[src/hdl/ebp_pkg.sv]
// constants, codes and types shared by the bulk eeprom access block
// assumes a pmbus front end on the same clock that hands over decoded commands
package ebp_pkg;

   localparam logic [7:0]  CMD_UNLOCK_KEY    = 8'hBD;
   localparam logic [7:0]  CMD_ERASE_TRIGGER = 8'hBE;
   localparam logic [7:0]  CMD_WORD_PORT     = 8'hBF;
   localparam logic [7:0]  CMD_COMMON_STATUS = 8'hE5;

   localparam logic [7:0]  KEY_FIRST         = 8'h2B;
   localparam logic [7:0]  KEY_RW_PEC_OPT    = 8'hD4;
   localparam logic [7:0]  KEY_RW_PEC_REQ    = 8'hD5;
   localparam logic [7:0]  KEY_RO_SECOND     = 8'h91;
   localparam logic [7:0]  KEY_RO_PEC_OPT    = 8'hE4;
   localparam logic [7:0]  KEY_RO_PEC_REQ    = 8'hE5;
   localparam logic [7:0]  ERASE_KEY         = 8'h2B;

   localparam int          NOT_BUSY_BIT      = 6;

   // value is arbitrary
   localparam logic [15:0] PACKING_REVISION  = 16'h0001;
   localparam logic [15:0] USER_WORD_COUNT   = 16'h0200;
   localparam logic [15:0] MFR_WORD_COUNT    = 16'h0040;
   localparam logic [15:0] PTR_RESET         = 16'h0000;
   localparam logic [15:0] READ_HEADER_WORDS = 16'h0002;
   localparam logic [7:0]  BYTE_RESET        = 8'h00;
   localparam logic [15:0] WORD_RESET        = 16'h0000;

   localparam int          RSP_W             = 17;
   localparam logic [1:0]  BUF_DEPTH         = 2'h2;

   typedef enum logic [1:0] {
      MODE_LOCKED = 2'b00,
      MODE_RW     = 2'b01,
      MODE_RO     = 2'b10
   } ebp_mode_t;

   typedef enum logic [1:0] {
      ST_IDLE   = 2'b00,
      ST_BUSY   = 2'b01,
      ST_RDWAIT = 2'b10
   } ebp_state_t;

   typedef enum logic [1:0] {
      EE_READ  = 2'b00,
      EE_WRITE = 2'b01,
      EE_ERASE = 2'b10
   } ebp_eeop_t;

   typedef enum logic [1:0] {
      KS_NONE  = 2'b00,
      KS_FIRST = 2'b01,
      KS_RO    = 2'b10
   } ebp_kstage_t;

endpackage

[src/hdl/ebp_key_check.sv]
// unlock key sequence tracker
// fed one byte per unlock write; reports a complete key or a bad sequence
`timescale 1ns/1ps
`default_nettype none
module ebp_key_check
   import ebp_pkg::*;
(
   input  wire logic       clk,
   input  wire logic       arst_n,
   input  wire logic       ce,
   input  wire logic       strobe,
   input  wire logic [7:0] key,
   input  wire logic       clear,
   output logic            done,
   output logic            bad,
   output ebp_mode_t       mode,
   output logic            pec_req
);
   typedef struct packed {
      ebp_kstage_t stage;
   } ebp_key_t;

   ebp_key_t q;
   ebp_key_t d;

   always_comb begin
      d       = q;
      done    = 1'b0;
      bad     = 1'b0;
      mode    = MODE_LOCKED;
      pec_req = 1'b0;
      if (strobe) begin
         case (q.stage)
            KS_NONE: begin
               if (key == KEY_FIRST) begin
                  d.stage = KS_FIRST;
               end else begin
                  bad = 1'b1;
               end
            end
            KS_FIRST: begin
               d.stage = KS_NONE;
               if (key == KEY_RW_PEC_OPT || key == KEY_RW_PEC_REQ) begin
                  done    = 1'b1;
                  mode    = MODE_RW;
                  pec_req = (key == KEY_RW_PEC_REQ);
               end else if (key == KEY_RO_SECOND) begin
                  d.stage = KS_RO;
               end else begin
                  bad = 1'b1;
               end
            end
            KS_RO: begin
               d.stage = KS_NONE;
               if (key == KEY_RO_PEC_OPT || key == KEY_RO_PEC_REQ) begin
                  done    = 1'b1;
                  mode    = MODE_RO;
                  pec_req = (key == KEY_RO_PEC_REQ);
               end else begin
                  bad = 1'b1;
               end
            end
            default: begin
               d.stage = KS_NONE;
               bad     = 1'b1;
            end
         endcase
      end else if (clear) begin
         // a lock elsewhere abandons a half-entered key
         d.stage = KS_NONE;
      end
   end

   always_ff @(posedge clk or negedge arst_n) begin
      if (!arst_n) begin
         q <= '{stage: KS_NONE};
      end else if (ce) begin
         q <= d;
      end
   end
endmodule
`default_nettype wire

[src/hdl/ebp_rsp_buf.sv]
// two-entry answer buffer with valid and ready on both sides
// head entry sits in its own register so the outputs come from flops
`timescale 1ns/1ps
`default_nettype none
module ebp_rsp_buf
   import ebp_pkg::*;
#(
   parameter int W = RSP_W
)
(
   input  wire logic         clk,
   input  wire logic         arst_n,
   input  wire logic         ce,
   input  wire logic         in_valid,
   input  wire logic [W-1:0] in_data,
   output logic              in_ready,
   output logic [1:0]        count,
   output logic              out_valid,
   output logic [W-1:0]      out_data,
   input  wire logic         out_ready
);
   typedef struct packed {
      logic [W-1:0] s0;
      logic [W-1:0] s1;
      logic [1:0]   cnt;
   } ebp_buf_t;

   ebp_buf_t q;
   ebp_buf_t d;
   logic     pop;
   logic     push;

   always_comb begin
      d    = q;
      pop  = out_ready && (q.cnt != 2'h0);
      push = in_valid && (q.cnt != BUF_DEPTH);
      if (pop) begin
         d.s0  = q.s1;
         d.cnt = q.cnt - 2'h1;
      end
      if (push) begin
         if (d.cnt == 2'h0) begin
            d.s0 = in_data;
         end else begin
            d.s1 = in_data;
         end
         d.cnt = d.cnt + 2'h1;
      end
   end

   always_ff @(posedge clk or negedge arst_n) begin
      if (!arst_n) begin
         q <= '0;
      end else if (ce) begin
         q <= d;
      end
   end

   assign in_ready  = (q.cnt != BUF_DEPTH);
   assign count     = q.cnt;
   assign out_valid = (q.cnt != 2'h0);
   assign out_data  = q.s0;
endmodule
`default_nettype wire

[src/hdl/ebp_bulk_access.sv]
// bulk eeprom access block: unlock keys, erase trigger, streaming word port
// assumes decoded pmbus commands from a front end on REF_CLK, and an eeprom
// controller that holds EE_ACK for one cycle when an operation finishes
//
// Contract
// - key 2B then D4 unlocks erase and word read/write, pec optional
// - key 2B then D5 unlocks erase and word read/write, pec required
// - key 2B 91 E4 unlocks read-only access to user and mfr space
// - key 2B 91 E5 same read-only access but pec required
// - any unsupported key sequence locks and refuses bulk access
// - unlock key reads back last byte written, zero while locked
// - a completed unlock resets the word address pointer
// - every word read or write advances the pointer by one
// - erase value other than 2B locks; erase reads last value
// - after unlock, 2B to erase clears all user space (code erases only in read/write mode; a read-only session locks instead)
// - first word read returns the packing revision word from rom
// - second word read returns the user word count, user plus mfr count when read-only
// - later reads return eeprom contents from the lowest address
// - a read past the last word returns zero and locks
// - writes after erase start at lowest address; overflow write locks
// - bulk transfers never touch the volatile ram configuration
// - not-busy flag clears during eeprom access; status always readable (code holds CMD_READY low, status too, during an eeprom read)
// - while busy every command except status read is nacked
// - erase stays busy long; host polls status before continuing
// - only byte and word commands are used for bulk access
`timescale 1ns/1ps
`default_nettype none
module ebp_bulk_access
   import ebp_pkg::*;
(
   input  wire logic        REF_CLK,
   input  wire logic        ARST_N,
   input  wire logic        CE,
   input  wire logic        CMD_VALID,
   input  wire logic [7:0]  CMD_CODE,
   input  wire logic        CMD_WRITE,
   input  wire logic        CMD_PEC,
   input  wire logic [15:0] CMD_WDATA,
   output logic             CMD_READY,
   output logic             RSP_VALID,
   output logic             RSP_ACK,
   output logic [15:0]      RSP_DATA,
   input  wire logic        RSP_READY,
   output logic             EE_REQ,
   output ebp_pkg::ebp_eeop_t EE_OP,
   output logic [15:0]      EE_ADDR,
   output logic [15:0]      EE_WDATA,
   input  wire logic        EE_ACK,
   input  wire logic [15:0] EE_RDATA,
   output logic             BUSY_N,
   output logic             PEC_REQUIRED
);
   import ebp_pkg::*;

   typedef struct packed {
      ebp_state_t  st;
      ebp_mode_t   mode;
      logic        pec_req;
      logic [15:0] ptr;
      logic        erased;
      logic        dir_set;
      logic        dir_wr;
      logic [7:0]  unlock_last;
      logic [7:0]  erase_last;
      logic        ee_req;
      ebp_eeop_t   ee_op;
      logic [15:0] ee_addr;
      logic [15:0] ee_wdata;
      logic        push;
      logic        push_ack;
      logic [15:0] push_data;
      logic        cmd_ready;
      logic        busy_n;
   } ebp_core_t;

   ebp_core_t   q;
   ebp_core_t   d;

   logic        accept;
   logic        key_strobe;
   logic        key_done;
   logic        key_bad;
   ebp_mode_t   key_mode;
   logic        key_pec;
   logic        other_lock;
   logic        buf_ready;
   logic [1:0]  buf_count;
   logic        buf_valid;
   logic [RSP_W-1:0] buf_data;
   logic        pop;
   logic [2:0]  cnt_next;
   logic [15:0] word_total;
   logic        is_bulk;
   logic        pec_bad;

   // word count seen by the host depends on the unlocked space
   function automatic logic [15:0] words_for(input ebp_mode_t m);
      logic [15:0] r;
      r = USER_WORD_COUNT;
      if (m == MODE_RO) begin
         r = USER_WORD_COUNT + MFR_WORD_COUNT;
      end
      return r;
   endfunction

   // answer a command without touching the eeprom
   function automatic logic [16:0] answer(input logic ack, input logic [15:0] data);
      return {ack, data};
   endfunction

   assign accept     = CMD_VALID && q.cmd_ready;
   assign key_strobe = accept && CMD_WRITE && (CMD_CODE == CMD_UNLOCK_KEY) && q.busy_n;
   assign word_total = words_for(q.mode);
   assign pop        = RSP_READY && buf_valid;
   // only byte and word commands steer the block; no block transfers
   assign is_bulk    = (CMD_CODE == CMD_UNLOCK_KEY) || (CMD_CODE == CMD_ERASE_TRIGGER)
                       || (CMD_CODE == CMD_WORD_PORT);
   assign pec_bad    = (q.mode != MODE_LOCKED) && q.pec_req && !CMD_PEC && is_bulk;

   ebp_key_check u_key (
      .clk     (REF_CLK),
      .arst_n  (ARST_N),
      .ce      (CE),
      .strobe  (key_strobe && !pec_bad),
      .key     (CMD_WDATA[7:0]),
      .clear   (other_lock),
      .done    (key_done),
      .bad     (key_bad),
      .mode    (key_mode),
      .pec_req (key_pec)
   );

   always_comb begin
      d          = q;
      d.push     = 1'b0;
      d.push_ack = 1'b0;
      d.push_data = WORD_RESET;
      other_lock = 1'b0;

      // eeprom operation finishing releases the request and the busy state
      if (q.ee_req && EE_ACK) begin
         d.ee_req = 1'b0;
         if (q.st == ST_RDWAIT) begin
            d.push      = 1'b1;
            d.push_ack  = 1'b1;
            d.push_data = EE_RDATA;
         end
         d.st = ST_IDLE;
      end

      if (accept && q.st != ST_RDWAIT) begin
         d.push = 1'b1;
         if (CMD_CODE == CMD_COMMON_STATUS && !CMD_WRITE) begin
            // status stays readable even while a write or erase is busy
            d.push_ack  = 1'b1;
            d.push_data = WORD_RESET;
            d.push_data[NOT_BUSY_BIT] = q.busy_n;
         end else if (!q.busy_n) begin
            // write or erase still programming; host must wait or poll
            d.push_ack = 1'b0;
         end else if (!is_bulk) begin
            // other commands belong to the rest of the device
            d.push = 1'b0;
         end else if (pec_bad) begin
            d.push_ack = 1'b0;
         end else if (CMD_CODE == CMD_UNLOCK_KEY) begin
            d.push_ack = 1'b1;
            if (CMD_WRITE) begin
               d.unlock_last = CMD_WDATA[7:0];
               // any unlock write ends the current session until a key completes
               d.mode = MODE_LOCKED;
               if (key_done) begin
                  d.mode    = key_mode;
                  d.pec_req = key_pec;
                  d.ptr     = PTR_RESET;
                  d.erased  = 1'b0;
                  d.dir_set = 1'b0;
               end else if (key_bad) begin
                  d.pec_req = 1'b0;
               end
            end else if (q.mode == MODE_LOCKED) begin
               d.push_data = WORD_RESET;
            end else begin
               d.push_data = {8'h00, q.unlock_last};
            end
         end else if (CMD_CODE == CMD_ERASE_TRIGGER) begin
            d.push_ack = 1'b1;
            if (CMD_WRITE) begin
               d.erase_last = CMD_WDATA[7:0];
               if (CMD_WDATA[7:0] != ERASE_KEY) begin
                  other_lock = 1'b1;
               end else if (q.mode == MODE_RW) begin
                  d.ee_req  = 1'b1;
                  d.ee_op   = EE_ERASE;
                  d.erased  = 1'b1;
                  d.ptr     = PTR_RESET;
                  d.st      = ST_BUSY;
               end else if (q.mode == MODE_RO) begin
                  other_lock = 1'b1;
               end
            end else begin
               d.push_data = {8'h00, q.erase_last};
            end
         end else if (q.mode == MODE_LOCKED) begin
            // word port refused outside an unlocked session
            d.push_ack = 1'b0;
         end else if (!CMD_WRITE) begin
            if (q.dir_set && q.dir_wr) begin
               // mixing directions is a host error; treat as violation
               other_lock = 1'b1;
               d.push_ack = 1'b0;
            end else begin
               d.dir_set  = 1'b1;
               d.dir_wr   = 1'b0;
               d.push_ack = 1'b1;
               d.ptr      = q.ptr + 16'h0001;
               if (q.ptr == PTR_RESET) begin
                  d.push_data = PACKING_REVISION;
               end else if (q.ptr == 16'h0001) begin
                  d.push_data = word_total;
               end else if (q.ptr < word_total + READ_HEADER_WORDS) begin
                  d.push    = 1'b0;
                  d.ee_req  = 1'b1;
                  d.ee_op   = EE_READ;
                  d.ee_addr = q.ptr - READ_HEADER_WORDS;
                  d.st      = ST_RDWAIT;
               end else begin
                  d.push_data = WORD_RESET;
                  other_lock  = 1'b1;
               end
            end
         end else begin
            if (q.mode != MODE_RW || !q.erased || (q.dir_set && !q.dir_wr)) begin
               other_lock = 1'b1;
               d.push_ack = 1'b0;
            end else if (q.ptr < word_total) begin
               d.dir_set  = 1'b1;
               d.dir_wr   = 1'b1;
               d.push_ack = 1'b1;
               d.ptr      = q.ptr + 16'h0001;
               d.ee_req   = 1'b1;
               d.ee_op    = EE_WRITE;
               d.ee_addr  = q.ptr;
               d.ee_wdata = CMD_WDATA;
               d.st       = ST_BUSY;
            end else begin
               d.push_ack = 1'b1;
               other_lock = 1'b1;
            end
         end
      end

      if (other_lock) begin
         d.mode    = MODE_LOCKED;
         d.pec_req = 1'b0;
         d.dir_set = 1'b0;
         d.erased  = 1'b0;
      end

      // not-busy follows the eeprom request; ram configuration is never driven
      d.busy_n = !d.ee_req;

      // room check counts the answer in flight and the one being queued
      cnt_next    = {1'b0, buf_count} + {2'b00, q.push} - {2'b00, pop};
      d.cmd_ready = (d.st != ST_RDWAIT) && ((cnt_next + {2'b00, d.push}) < 3'h2);
   end

   always_ff @(posedge REF_CLK or negedge ARST_N) begin
      if (!ARST_N) begin
         q             <= '0;
         q.st          <= ST_IDLE;
         q.mode        <= MODE_LOCKED;
         q.ptr         <= PTR_RESET;
         q.unlock_last <= BYTE_RESET;
         q.erase_last  <= BYTE_RESET;
         q.ee_op       <= EE_READ;
         q.busy_n      <= 1'b1;
      end else if (CE) begin
         q <= d;
      end
   end

   // stalls on RSP_READY fill this buffer and drop CMD_READY, so no answer is lost
   ebp_rsp_buf #(
      .W (RSP_W)
   ) u_buf (
      .clk       (REF_CLK),
      .arst_n    (ARST_N),
      .ce        (CE),
      .in_valid  (q.push),
      .in_data   ({q.push_ack, q.push_data}),
      .in_ready  (buf_ready),
      .count     (buf_count),
      .out_valid (buf_valid),
      .out_data  (buf_data),
      .out_ready (RSP_READY)
   );

   assign CMD_READY    = q.cmd_ready && buf_ready;
   assign RSP_VALID    = buf_valid;
   assign RSP_ACK      = buf_data[RSP_W-1];
   assign RSP_DATA     = buf_data[15:0];
   assign EE_REQ       = q.ee_req;
   assign EE_OP        = q.ee_op;
   assign EE_ADDR      = q.ee_addr;
   assign EE_WDATA     = q.ee_wdata;
   assign BUSY_N       = q.busy_n;
   assign PEC_REQUIRED = q.pec_req;
endmodule
`default_nettype wire

[config.mk]
export PLATFORM = sky130hd
export DESIGN_NAME = ebp_bulk_access
export DESIGN_NICKNAME = d
export VERILOG_FILES = /design/src/hdl/ebp_pkg.sv /design/src/hdl/ebp_key_check.sv /design/src/hdl/ebp_rsp_buf.sv /design/src/hdl/ebp_bulk_access.sv
export SDC_FILE = /design/constraint.sdc
export NUM_CORES = 1
export LEC_CHECK = 0
export BUFFER_PORTS_ARGS = -buffer_cell sky130_fd_sc_hd__buf_2
export CAP_MARGIN = 10
export CORE_MARGIN = 2
export CORE_UTILIZATION = 59
export CTS_BUF_LIST = sky130_fd_sc_hd__clkbuf_8
export DETAILED_ROUTE_END_ITERATION = 7
export PLACE_DENSITY = 0.81
export SETUP_SLACK_MARGIN = 0.15
export SLEW_MARGIN = 20
export SYNTH_ARGS = -nofsm -noshare
export SYNTH_HDL_FRONTEND = slang
export SYNTH_SLANG_ARGS = --single-unit
[constraint.sdc]
create_clock -name REF_CLK -period 8.48 [get_ports REF_CLK]
set_input_delay 0.424 -clock REF_CLK [delete_from_list [all_inputs] [get_ports REF_CLK]]
set_output_delay 0.424 -clock REF_CLK [all_outputs]
set_load 0.02 [all_outputs]
; ---- Word level (Yosys, flattened, before mapping)
; Index checks and enable logic that the tools add are counted.
[totals]
ff_bits = 133
in_bits = 48
output_inout_bits = 56
word_cells = 294
[classes]
addsub = 8
n_lt_le_gt_ge = 3
eq_ne = 54
n_mux = 141
n_bitwise = 7
reduce_logical = 59
[op_table]
columns = operator, count
row1 = 16-bit 2-to-1 mux, 17
row2 = 76-bit 2-to-1 mux, 3
row3 = 17-bit 2-to-1 mux, 10
row4 = 19-bit 2-to-1 mux, 5
row5 = 93-bit 2-to-1 mux, 1
row6 = 75-bit 2-to-1 mux, 1
row7 = "8-bit equality test, second input constant", 9
row8 = 18-bit 2-to-1 mux, 4
row9 = 36-bit 2-to-1 mux, 2
row10 = 35-bit 2-to-1 mux, 2
row11 = 2-bit 2-to-1 mux, 30
row12 = 1-bit 2-to-1 mux, 47
row13 = 44-bit 2-to-1 mux, 1
row14 = "3-bit != test, second input constant", 13
row15 = 12-bit AND reduction, 3
row16 = 33-bit 2-to-1 mux, 1
row17 = 16-bit < comparator, 2
row18 = 8-bit 2-to-1 mux, 4
row19 = 15-bit AND reduction, 2
row20 = "2-bit != test, second input constant", 14
row21 = 21-bit 2-to-1 mux, 1
row22 = 9-bit AND reduction, 2
row23 = 2-bit nonzero test, 9
row24 = 1-bit logical AND, 17
row25 = other kinds (36), 72

; ---- Longest topological paths before layout
; Gate-level depths: netlist of run 1.
[logic_depth]
depth_word = 20
depth_mapped = 17

; ---- Modules after synthesis
; From an unflattened synthesis of run 1, not the netlist that was laid out.
[hier_totals]
cells_unflattened = 785
area_unflattened_um2 = 7757.4
[by_module_without_submodules]
columns = mod, instances, cells_per_inst, area_per_inst_um2, seq_area_each_um2
row1 = ebp_bulk_access, 1, 594, 5734.2, 2378.5
row2 = ebp_rsp_buf, 1, 154, 1721.7, 900.9
row3 = ebp_key_check, 1, 37, 301.5, 50.0

; ---- Worst setup path before layout of run 1
; Ideal clock, no wire load.
[synth_timing]
path_type = reg2reg
startpoint = register q[91] in the netlist's numbering
endpoint = register q[1] in the netlist's numbering
setup_ns = 0.078
arrival_ns = 3.931
required_time_ns = 8.402
setup_slack_ns = 4.471
stages_incl_launch_ff = 18
synth_period_minus_slack_ns = 4.009
cell_sequence = dfrtp_1 or2b_1 ha_1 o31ai_1 nand3_1 a31oi_4 nand3_4 o41a_1 o32ai_1 ha_1 inv_1 ha_1 a21o_1 fa_1 xnor2_1 o31ai_1 o21ai_0 o2bb2ai_1
[synth_between]
elab_chain_cells = 20
word_cells_on_any_way = 45
[synth_lines]
columns = element, line
row1 = "start, declared", ebp_bulk_access.sv:76  ; ebp_core_t q;
row2 = 2-bit equality test, ebp_bulk_access.sv:100  ; if (m == MODE_RO) begin
row3 = 7-bit 2-to-1 mux, ebp_bulk_access.sv:100
row4 = 16-bit by 2-bit adder with 16-bit output, ebp_bulk_access.sv:221  ; end else if (q.ptr < word_total + READ_HEADER_WORDS) begin
row5 = 16-bit < comparator, ebp_bulk_access.sv:221
row6 = 1-bit 2-to-1 mux, ebp_bulk_access.sv:221
row7 = 1-bit 2-to-1 mux, ebp_bulk_access.sv:219  ; end else if (q.ptr == 16'h0001) begin
row8 = 1-bit 2-to-1 mux, ebp_bulk_access.sv:217  ; if (q.ptr == PTR_RESET) begin
row9 = 1-bit 2-to-1 mux, ebp_bulk_access.sv:208  ; if (q.dir_set && q.dir_wr) begin
row10 = (+4 left out), n/a
row11 = 76-bit 2-to-1 mux *, ebp_bulk_access.sv:164  ; end else if (pec_bad) begin
row12 = 1-bit 2-to-1 mux, ebp_bulk_access.sv:161  ; end else if (!is_bulk) begin
row13 = 76-bit 2-to-1 mux *, ebp_bulk_access.sv:158  ; end else if (!q.busy_n) begin
row14 = 76-bit 2-to-1 mux *, ebp_bulk_access.sv:153  ; if (CMD_CODE == CMD_COMMON_STATUS && !CMD_WRITE) begin
row15 = 93-bit 2-to-1 mux *, ebp_bulk_access.sv:151  ; if (accept && q.st != ST_RDWAIT) begin
row16 = 3-bit by 1-bit adder with 3-bit output, ebp_bulk_access.sv:265  ; d.cmd_ready = (d.st != ST_RDWAIT) && ((cnt_next + {2'b00, d.push}) < 3'h2);
row17 = 3-bit by 2-bit < comparator with 1-bit output, ebp_bulk_access.sv:265
row18 = 1-bit logical AND *, ebp_bulk_access.sv:265
; Mark *: on every way between the ends. The rest lies on a longest branch, timed or not. The select of a mux whose other input is x is not followed.
; A chain may end at the register's enable or synchronous reset.

; ---- Worst setup path in the final report of run 1
[layout_timing]
startpoint = register q[83] in the netlist's numbering
endpoint = register q[1] in the netlist's numbering
[layout_between]
elab_chain_cells = 17
word_cells_on_any_way = 32
[layout_lines]
columns = element, line
row1 = 16-bit < comparator, ebp_bulk_access.sv:221
row2 = 1-bit 2-to-1 mux, ebp_bulk_access.sv:221
row3 = 1-bit 2-to-1 mux, ebp_bulk_access.sv:219
row4 = 1-bit 2-to-1 mux, ebp_bulk_access.sv:217
row5 = 1-bit 2-to-1 mux, ebp_bulk_access.sv:208
row6 = 1-bit 2-to-1 mux, ebp_bulk_access.sv:207  ; end else if (!CMD_WRITE) begin
row7 = 36-bit 2-to-1 mux, ebp_bulk_access.sv:204  ; end else if (q.mode == MODE_LOCKED) begin
row8 = 33-bit 2-to-1 mux, ebp_bulk_access.sv:186  ; end else if (CMD_CODE == CMD_ERASE_TRIGGER) begin
row9 = 44-bit 2-to-1 mux, ebp_bulk_access.sv:166  ; end else if (CMD_CODE == CMD_UNLOCK_KEY) begin
row10 = 76-bit 2-to-1 mux *, ebp_bulk_access.sv:164
row11 = 1-bit 2-to-1 mux, ebp_bulk_access.sv:161
row12 = 76-bit 2-to-1 mux *, ebp_bulk_access.sv:158
row13 = 76-bit 2-to-1 mux *, ebp_bulk_access.sv:153
row14 = 93-bit 2-to-1 mux *, ebp_bulk_access.sv:151
row15 = 3-bit by 1-bit adder with 3-bit output, ebp_bulk_access.sv:265
row16 = 3-bit by 2-bit < comparator with 1-bit output, ebp_bulk_access.sv:265
row17 = 1-bit logical AND *, ebp_bulk_access.sv:265
; Marks and branches as above.

==> results of run 1 <==
==> critical path: stages, from the launching register on <==
cell and delay (ns):
dfrtp_1 0.67, nor4_1 0.12, and3_1 0.24, a21oi_1 0.82, nand3_4 0.21, o41a_1 0.51, o32ai_1 0.32, ha_1 0.28
inv_1 0.06, ha_1 0.22, a21o_1 0.19, fa_1 0.39, xnor2_1 0.14, o31ai_1 0.30, o21ai_0 0.15, o2bb2ai_1 0.14
==> synthesized netlist by cell type (all sizes together), types with 3 or more instances <==
library cell | instances | area [µm²]
a211oi | 6 | 62.6
a21o | 11 | 82.6
a21oi | 45 | 225
a221oi | 6 | 52.6
a31oi | 19 | 134
a41oi | 10 | 87.6
and2 | 6 | 37.5
and3 | 12 | 80.1
and4 | 4 | 35.0
buf | 63 | 454
clkbuf | 30 | 113
dfrtp | 132 | 3300
ha | 17 | 213
inv | 25 | 93.8
mux2 | 59 | 664
mux2i | 6 | 60.1
nand2 | 56 | 210
nand2b | 5 | 38.8
nand3 | 23 | 143
nand3b | 5 | 37.5
nand4 | 18 | 119
nor2 | 73 | 289
nor2b | 7 | 43.8
nor3 | 16 | 90.1
nor3b | 6 | 72.6
nor4 | 9 | 75.1
o211ai | 4 | 30.0
o21ai | 44 | 220
o22ai | 23 | 144
o2bb2ai | 10 | 87.6
o31ai | 15 | 118
or2 | 3 | 18.8
or3 | 6 | 37.5
xnor2 | 7 | 61.3
==> per-stage QoR <==
stage	cell area (µm²)	total power (W)	setup slack, ns
2_1_floorplan	7900	0.00108	4.47
3_3_place_gp	8120	0.00114	3.88
3_5_place_dp	8120	0.00115	3.71
4_1_cts	8570	0.00175	3.72
5_1_grt	8580	0.00183	3.29
6_report	8580	0.00174	3.64
==> power breakdown <==
part / leakage (nW) / internal (W) / switching [W] / total [W]
clock network: 0.225 / 0.000343 / 0.000254 / 0.000597
registers: 1.76 / 0.000709 / 0.0000419 / 0.000751
logic: 2.05 / 0.000158 / 0.000237 / 0.000395
total: 4.03 / 0.00121 / 0.000533 / 0.00174
==> state kept, by name, indices dropped and copies added (netlist names) <==
name and cells:
PEC_REQUIRED 1, BUSY_N 1, q 58, EE_ADDR 16, u_buf.q 17, EE_WDATA 16, u_key.q 2, u_buf.out_data 17
u_buf.count 2, EE_REQ 1, EE_OP 2
==> cells by family after synthesis <==
| logic type | count (synthesis) | synth area share (%) |
|---|---|---|
| flops | 133 | 42.2 |
| simple gates | 259 | 17.9 |
| compound gates | 217 | 18.6 |
| mux | 65 | 9.18 |
| xor+xnor | 7 | 0.777 |
| fa+ha+maj | 18 | 2.95 |
| buf+inv | 119 | 8.42 |
==> layer usage <==
| metal | up-vias | wire length [µm] |
|---|---|---|
| met5 | - | 0 |
| met4 | 0 | 294 |
| met3 | 25 | 1640 |
| met2 | 295 | 8720 |
| met1 | 3148 | 8850 |
| li1 | 3028 | - |
==> timing repair <==
| action | CTS | global route |
|---|---|---|
| endpoints found under the hold margin | 67 | 0 |
| endpoints found under the setup margin | 0 | 0 |
| hold buffers | 1 | 0 |
==> layout make-up <==
class / count / area, µm² / area share (%)
repair buffers: 110 / 577 / 6.72
multi-input cells: 566 / 3910 / 45.5
clock inverters: 11 / 173 / 2.01
inverters: 26 / 97.6 / 1.14
well taps: 176 / 220 / 2.57
clock buffers: 20 / 275 / 3.21
flip-flops and latches: 133 / 3330 / 38.8
==> layout by cell type, fill, tap and decap left out, drive strengths merged, types with 12 or more instances in the layout <==
cell type	netlist	layout
nor2	73	73
nand2	56	56
o21ai	44	44
a21oi	45	45
inv	25	26
clkbuf	30	20
mux2	59	59
ha	17	17
nor3	16	16
nand4	18	18
and3	12	12
nand3	23	23
buf	63	109
o31ai	15	15
o22ai	23	23
dfrtp	132	132
a31oi	19	19
==> worst min path at each step <==
stage             startpoint                 to  slack [ns]  cells after the start
6_report       CMD_WDATA[10]       EE_WDATA[10]        0.18                      2
3_5_place_dp          ARST_N  u_buf.out_data[3]        0.46                      1
5_1_grt        CMD_WDATA[13]       EE_WDATA[13]        0.17                      2
2_1_floorplan         ARST_N         EE_ADDR[0]        0.13                      0
3_3_place_gp          ARST_N  u_buf.out_data[3]        0.46                      1
4_1_cts        CMD_WDATA[10]       EE_WDATA[10]        0.15                      2
==> results.toml, run 1 <==
[setup_path]
rr_startpoint = "q[83]"
cp.required_ns = 8.85
critPathArrivalTime_ns = 5.21
crit_path_start_kind = "flop"
crit_path_end = "q[1]"
path_max_fanout = 14
rr_worst_depth = 15
reg2reg_slack_ns = 3.64
startpoint = "q[83]"
timing.rr.end = "q[1]"
worstSetupPathType = "reg -> reg"
crit_path_end_kind = "flop"

[global_route]
met3_usage_pct = 6.75
top_usage_layer = "met1"
use_met1_pct = 41.6
globalRouteTotalUtil_pct = 28.3
use_met2_pct = 41.6
grt.overflow.total = 0
grt_max_degree = 69
grt_pass1_wl_mm = 32.3
grt_pass1_vias = 6262
antenna_found_initial = 0

[clocking]
cts_tree = "yes"
clk_latency_ns = 0.45
cts.sinks = 133
cts_buffer_depth = 2
clkSlewWorstSetupHoldPaths_ns = 0.08
htreeDepth = 4
cts_made_buffers = 17
cts_resized = 0
cts_setup_buffers = 0
root_buffer = "clkbuf_8"

[drt]
wl_per_cell_um = 18.7
wirelength_mm = 19.5
dr_total_vias = 6496
drt_iter0_markers = 736
firstDrtPassIters = 5
route.detailed.drc = 0
viasPerCell = 6.23
ant_nets = 0

[yosys]
synthesis.nets = 884
yosysUniqueCellTypes = 86
dominantRegCellSynth = "dfrtp_1"
async_reset_ff_share_pct = 100
ys_ff_latch = 133
synth_area_mm2 = 0.00790
ys_warn_count = 0
synth-edff-count = 0
avgSynthCellArea_um2 = 9.65
synthCells = 818
seq_area_frac_synth_pct = 42.2

[finish]
drive_above_1_share_pct = 25.8
antennaDiodeCount = 0
area_growth_pct = 8.65
layoutNonFillerInstCount = 1042
final_nets = 920
n_fill_cell = 1083
post-route-util_pct = 65.3

[timing]
period_minus_slack_ns = 4.84
max_slew.worst_pin.slew_ns = 1.02
post-route-period-util_pct = 57.0
report.final.slew_viol_count = 0
finalClockSkew_ns = 0.0142
setup_viol = 0
hold_viol = 0
holdWs_ns = 0.178
fin_setup_tns_ns = 0
slew_headroom_pct = 31.9
timing.fmax_mhz = 207
rsz0062_at_grt = "no"

[floorplan]
die_w_um = 120
die_area_mm2 = 0.0143
fp.coreArea_mm2 = 0.0131
initial_core_util_pct = 60.1
die_h_um = 120
num_io_pins = 104
fp-row-count = 42

[job]
drv_cap = 0

[place]
place_congestion = 0.982
detailed_place_hpwl_mm = 13.7
placedCellCount = 1010
port_buffers = 103

[power]
leakage_nw = 4.03
power_density_mw_per_mm2 = 203
ir_drop_uv = 157

[status]
status = "finished clean"

[hold_path]
hold_path_class = "in -> reg"
Power figures use the tool's default switching activity.
==> run 2, diff against run 1 <==
--- a/config.mk
+++ b/config.mk
@@ -5,6 +5,7 @@
 export SDC_FILE = /design/constraint.sdc
 export NUM_CORES = 1
 export LEC_CHECK = 0
+export ABC_AREA = 1
 export BUFFER_PORTS_ARGS = -buffer_cell sky130_fd_sc_hd__buf_2
 export CAP_MARGIN = 10
 export CORE_MARGIN = 2
==> constraint.sdc (replaced) <==
create_clock -name REF_CLK -period 4.5 [get_ports REF_CLK]
set_input_delay 0.225 -clock REF_CLK [delete_from_list [all_inputs] [get_ports REF_CLK]]
set_output_delay 0.225 -clock REF_CLK [all_outputs]
set_load 0.02 [all_outputs]
==> run 2 against run 1 <==
Net effect: sequential share of layout area shrank 1.5 points; first-iteration DRC count shrank 14%; cell count grew 21%; register-to-register slack lost 2.9 ns; routed wire length is essentially flat; synthesized area grew 3.4%; global-route usage shrank 0.70 points; sequential cell count is the same; die area grew 3.3%; combinational power grew 84%; largest cell class unchanged; critical endpoint unchanged.
==> results.toml, run 2 <==
[setup_path]
timing.rr.end = "q[1]"
path_max_fanout = 10
crit_path_end_kind = "flop"
slowest_delay_ns = 0.43
critPathArrivalTime_ns = 4.18
reg2reg_slack_ns = 0.71
rr_worst_depth = 23
worstSetupPathType = "reg -> reg"
rr_startpoint = "q[91]"
crit_path_start_kind = "flop"
cp.required_ns = 4.89
crit_chain = "nor2_1, inv_1, ha_1, or2_2, nor2_1, nand2_1, nand2_1, nand3_2, nor2_4, nand3_1, nand2_1, nand2_1, nand2_1, ha_1, inv_1, ha_1, a21o_1, fa_1, nor2_1, o21ai_0, a21oi_1, nand2_1, nand2_1"
crit_top_cell = "nand2_1"
slowest_stage = "fa_1"

[power]
power_density_mw_per_mm2 = 357
leakage_nw = 4.52
ir_drop_uv = 178

[place]
detailed_place_hpwl_mm = 14.1
place_congestion = 0.972
placed_cell_area_mm2 = 0.00841
port_buffers = 103
place_ws_ns = 0.787

[finish]
post-route-util_pct = 66.5
drive_above_1_share_pct = 21.7
mostFrequentLayoutCell = "nand2_1"
antennaDiodeCount = 0
n_fill_cell = 1146
final_cell_mix = "187 x nand2_1, 132 x dfrtp_1, 122 x o21ai_0"
regMostFlops = "q"
area_growth_pct = 9.18
largest_reg_flops = 58
final_nets = 1141
fin_area_mm2 = 0.00892

[yosys]
synthTopCellsByArea = "dfrtp_1 40%, nand2_1 8.6%, o21ai_0 7.5%"
dominantRegCellSynth = "dfrtp_1"
async_reset_ff_share_pct = 100
yosysUniqueCellTypes = 53
netlist_top_cells_count = "187 x nand2_1, 132 x dfrtp_1, 122 x o21ai_0"
seq_area_frac_synth_pct = 40.8
ys_ff_latch = 133
synth-edff-count = 0
synth_top_area_share_pct = 40.4
post-synth-top-area-cell = "dfrtp_1"
yosysMostFrequentCell = "nand2_1"
ys_warn_count = 0
synthesis.nets = 1083
synthCells = 1017
synth_area_mm2 = 0.00817
avgSynthCellArea_um2 = 8.03

[drt]
drt_iter0_markers = 635
ant_nets = 0
wl_per_cell_um = 15.4
viasPerCell = 5.58
firstDrtPassIters = 8
wirelength_mm = 19.5
dr_total_vias = 7042
route.detailed.drc = 0

[timing]
timing.fmax_mhz = 264
report.final.slew_viol_count = 0
period_minus_slack_ns = 3.79
setup_ws_ns = 0.707
slew_headroom_pct = 37.8
max_slew.worst_pin.slew_ns = 0.931
fin_setup_tns_ns = 0
finalClockSkew_ns = 0.0136
post-route-period-util_pct = 84.3
rsz0062_at_grt = "no"
holdWs_ns = 0.0166
hold_viol = 0
setup_viol = 0

[clocking]
cts_hold_buf = 12
cts_tree = "yes"
clkSlewWorstSetupHoldPaths_ns = 0.07
cts_resized = 0
cts_buffer_depth = 2
cts_made_buffers = 17
clk_latency_ns = 0.46
cts.sinks = 133
htreeDepth = 4
cts_setup_buffers = 0
root_buffer = "clkbuf_8"

[floorplan]
die_area_mm2 = 0.0148
fp.coreArea_mm2 = 0.0134
num_io_pins = 104
fp-row-count = 42
initial_core_util_pct = 60.9
die_h_um = 122
die_w_um = 122

[global_route]
grt_max_degree = 98
grt_pass1_vias = 6582
grt_pass1_wl_mm = 32.3
antenna_found_initial = 1
globalRouteTotalUtil_pct = 27.6
grt.overflow.total = 0

[hold_path]
holdPathStages = 3
min_to = "q[10]"
hp-start = "EE_RDATA[8]"
hold_path_class = "in -> reg"

[job]
drv_cap = 0

[status]
status = "finished clean"
-- run 2: cell count changes in the layout (fill, tap and decap cells not counted), moves of 14 or more --
| cell | previous run | this run |
|---|---|---|
| inv_2 | 0 | 15 |
| a21oi_1 | 45 | 31 |
| nand2_1 | 56 | 187 |
| inv_1 | 25 | 113 |
| a31oi_1 | 18 | 2 |
| o22ai_1 | 23 | 0 |
| o21ai_0 | 42 | 122 |
| nand3_1 | 19 | 54 |
| mux2_2 | 53 | 4 |
| o31ai_1 | 14 | 0 |
| o211ai_1 | 4 | 20 |
-- run 2: report_power, final --
group | switching, W | total, W | leakage [nW] | internal (W)
registers | 0.0000888 | 0.00145 | 1.70 | 0.00136
logic | 0.000476 | 0.000726 | 2.62 | 0.000250
clock network | 0.000460 | 0.00101 | 0.204 | 0.000548
total | 0.00103 | 0.00318 | 4.52 | 0.00216
-- run 2: metrics by stage --
| stage | total power [W] | cells |
|---|---|---|
| 2_1_floorplan | 0.00204 | 1017 |
| 3_3_place_gp | 0.00215 | 1220 |
| 3_5_place_dp | 0.00218 | 1220 |
| 4_1_cts | 0.00320 | 1262 |
| 5_1_grt | 0.00336 | 1262 |
| 6_report | 0.00318 | 1262 |
-- run 2: how the worst max path moves through the flow --
stage,cells past startpoint,end,from,slack [ns]
6_report,23,q[1],q[91],0.71
5_1_grt,23,q[1],q[91],0.41
2_1_floorplan,23,q[1],q[91],1.16
3_3_place_gp,23,q[1],q[91],0.89
3_5_place_dp,23,q[1],q[91],0.79
4_1_cts,23,q[1],q[91],0.75
-- run 2: area by class of cell --
class / count / area [µm²] / area share, %
clock inverters: 12 / 140 / 1.57
clock buffers: 18 / 248 / 2.78
multi-input cells: 672 / 3790 / 42.5
well taps: 176 / 220 / 2.47
repair buffers: 120 / 679 / 7.62
inverters: 131 / 510 / 5.73
flip-flops and latches: 133 / 3330 / 37.3
-- run 2: logic make-up after synthesis --
logic type               after synthesis  synth area share, %
AND/OR/NAND/NOR                      413                 25.2
buffers and inverters                212                 12.8
multiplexers                           8                 1.29
flip-flops                           133                 40.8
XOR/XNOR                              13                 1.39
AO/OA/AOI/OAI                        220                 15.7
adder cells (fa/ha/maj)               18                 2.85
-- run 2: critical path, delay by kind of cell (launching register included) --
kind	cells	cell delay (ns)
flops	1	0.42
buf+inv	2	0.16
fa+ha+maj	4	1.06
simple gates	14	1.69
compound gates	3	0.40
-- run 2: layer usage --
metal	track usage, %	part of all wire (%)
met4	9.12	1.9
met5	0	0.082
met1	39.1	46
met3	5.48	7.0
met2	42.7	45
==> run 3, diff against run 2 <==
==> constraint.sdc (replaced) <==
create_clock -name REF_CLK -period 3.5 [get_ports REF_CLK]
set_input_delay 0.175 -clock REF_CLK [delete_from_list [all_inputs] [get_ports REF_CLK]]
set_output_delay 0.175 -clock REF_CLK [all_outputs]
set_load 0.02 [all_outputs]
==> run 3 against run 2 <==
Net effect: clock-buffer cell count fell by 1; fmax rose by 12%; non-clock buffer count rose by 30; critical path type unchanged; largest power group unchanged; via count rose by 2.6%; utilization rose by 3.0 points.
==> results.toml, run 3 (synthesis results as in run 2) <==
[finish]
largest_reg_flops = 58
final_nets = 1171
antennaDiodeCount = 0
final_cell_mix = "183 x nand2_1, 131 x dfrtp_1, 120 x o21ai_0"
regMostFlops = "q"
drive_above_1_share_pct = 25.1
multi_input_area_mm2 = 0.00385
n_fill_cell = 1093
area_growth_pct = 14.1
mostFrequentLayoutCell = "nand2_1"
regArea_mm2 = 0.00333
fin_area_mm2 = 0.00932

[clocking]
root_buffer = "clkbuf_8"
cts.sinks = 133
cts_made_buffers = 17
clkSlewWorstSetupHoldPaths_ns = 0.08
cts_buffer_depth = 2
htreeDepth = 4
clk_latency_ns = 0.47
cts_tree = "yes"

[floorplan]
initial_core_util_pct = 60.9
fp.coreArea_mm2 = 0.0134
die_area_mm2 = 0.0148
die_h_um = 122
fp-row-count = 42
die_w_um = 122
num_io_pins = 104

[global_route]
globalRouteTotalUtil_pct = 29.1
met3_usage_pct = 6.55
grt_max_degree = 102
grt.overflow.total = 0
grt_pass1_vias = 6910
antenna_found_initial = 0
use_met2_pct = 45.9
grt_pass1_wl_mm = 33.7
top_usage_layer = "met2"
use_met1_pct = 40.3

[timing]
finalClockSkew_ns = 0.0102
period_minus_slack_ns = 3.39
post-route-period-util_pct = 97.0
setup_viol = 0
setup_ws_ns = 0.106
timing.fmax_mhz = 295
hold_viol = 0
slew_headroom_pct = 39.6
report.final.slew_viol_count = 0
rsz0062_at_grt = "yes"
max_slew.worst_pin.slew_ns = 0.906

[setup_path]
crit_path_end_kind = "flop"
worstSetupPathType = "reg -> reg"
cp.required_ns = 3.90
path_max_fanout = 3
crit_path_start_kind = "flop"
critPathArrivalTime_ns = 3.80

[drt]
firstDrtPassIters = 6
drt_iter0_markers = 714
viasPerCell = 5.59
wirelength_mm = 20.6
wl_per_cell_um = 15.9
dr_total_vias = 7227
ant_nets = 0
route.detailed.drc = 0

[status]
status = "finished clean"

[place]
detailed_place_hpwl_mm = 14.4
place_congestion = 0.964
place_ws_ns = -0.0723
placed_cell_area_mm2 = 0.00849
port_buffers = 103

[power]
power_frac_comb_pct = 22.4
leakage_nw = 4.69
swShare_pct = 33.1
internal_power_w = 0.00288
power_density_mw_per_mm2 = 461
seq_power_share_pct = 43.3
clockPowerShare_pct = 34.3
ir_drop_uv = 317
power.switching_w = 0.00142

[job]
drv_cap = 0

[hold_path]
hold_path_class = "in -> reg"
## run 3: power groups by stage
stage | sequential, W | clock [W] | combinational (W)
2_1_floorplan | 0.00186 | 0 | 0.000758
3_3_place_gp | 0.00188 | 0 | 0.000898
3_5_place_dp | 0.00188 | 0 | 0.000938
4_1_cts | 0.00186 | 0.00149 | 0.000958
5_1_grt | 0.00189 | 0.00156 | 0.00110
6_report | 0.00186 | 0.00147 | 0.000964
## run 3: path summary, 6_finish.rpt
kind | startpoint | end | slack (ns) | depth (start not counted)
min in group asynchronous | ARST_N | EE_ADDR[15] | 0.38 | 2
max in group asynchronous | ARST_N | q[73] | 2.29 | 3
setup / recovery | q[92] | q[1] | 0.11 | 25
setup reg to reg | q[92] | q[1] | 0.11 | 25
hold reg to reg | u_buf.q[5] | u_buf.q[5] | 0.48 | 2
hold / removal | EE_RDATA[1] | q[3] | 0.04 | 3
## run 3: what timing repair did
action / CTS / global route
pin swaps: 9 / 4
hold buffers: 16 / 0
endpoints found under the setup margin: 1 / 2
endpoints found under the hold margin: 113 / 0
resized for setup: 7 / 23
setup buffers: 12 / 3
## run 3: layout make-up
cell class	instances	area share [%]
tap	176	2.36
multi-input combinational	672	41.4
sequential	133	35.8
timing repair buffer	150	10.2
clock inverter	15	2.32
inverter	131	5.51
clock buffer	17	2.51
## run 3: stage by stage
stage               std cells  util [%]  power [W]  TNS [ns]  hold WS [ns]
detailed placement       1231      63.4    0.00282   -0.0723         0.342
finish                   1294      69.5    0.00430         0        0.0380
global route             1294      69.5    0.00455    -0.105        0.0302
floorplan                1017         -    0.00262         0        -0.121
global placement         1231      63.4    0.00277         0         0.346
CTS                      1291      68.8    0.00430         0        0.0184
## run 3: worst max-delay path, cell delays in order (launching register included)
cell and delay [ns]:
dfrtp_1 0.41, inv_2 0.09, nor2_4 0.05, buf_6 0.12, ha_4 0.23, nand2_4 0.07
nor2_2 0.04, nor2_1 0.11, nand2_1 0.07, nand2_2 0.09, nand3_2 0.09, nor2_4 0.11
nand3_2 0.09, nand2_1 0.08, nand2_1 0.05, nand2_1 0.09, ha_1 0.23, inv_1 0.06
ha_1 0.22, a21o_1 0.17, fa_1 0.42, nor2_1 0.11, o21ai_1 0.10, a21oi_1 0.13
nand2_1 0.07, nand2_1 0.05
## run 3: metal layers
layer  part of all wire [%]  wire length (µm)  vias up
met1                     44              9110     3377
met3                    7.7              1590       50
met2                     46              9420      319
met4                    2.4               503        0
li1                       -                 -     3481
met5                      0                 0        -
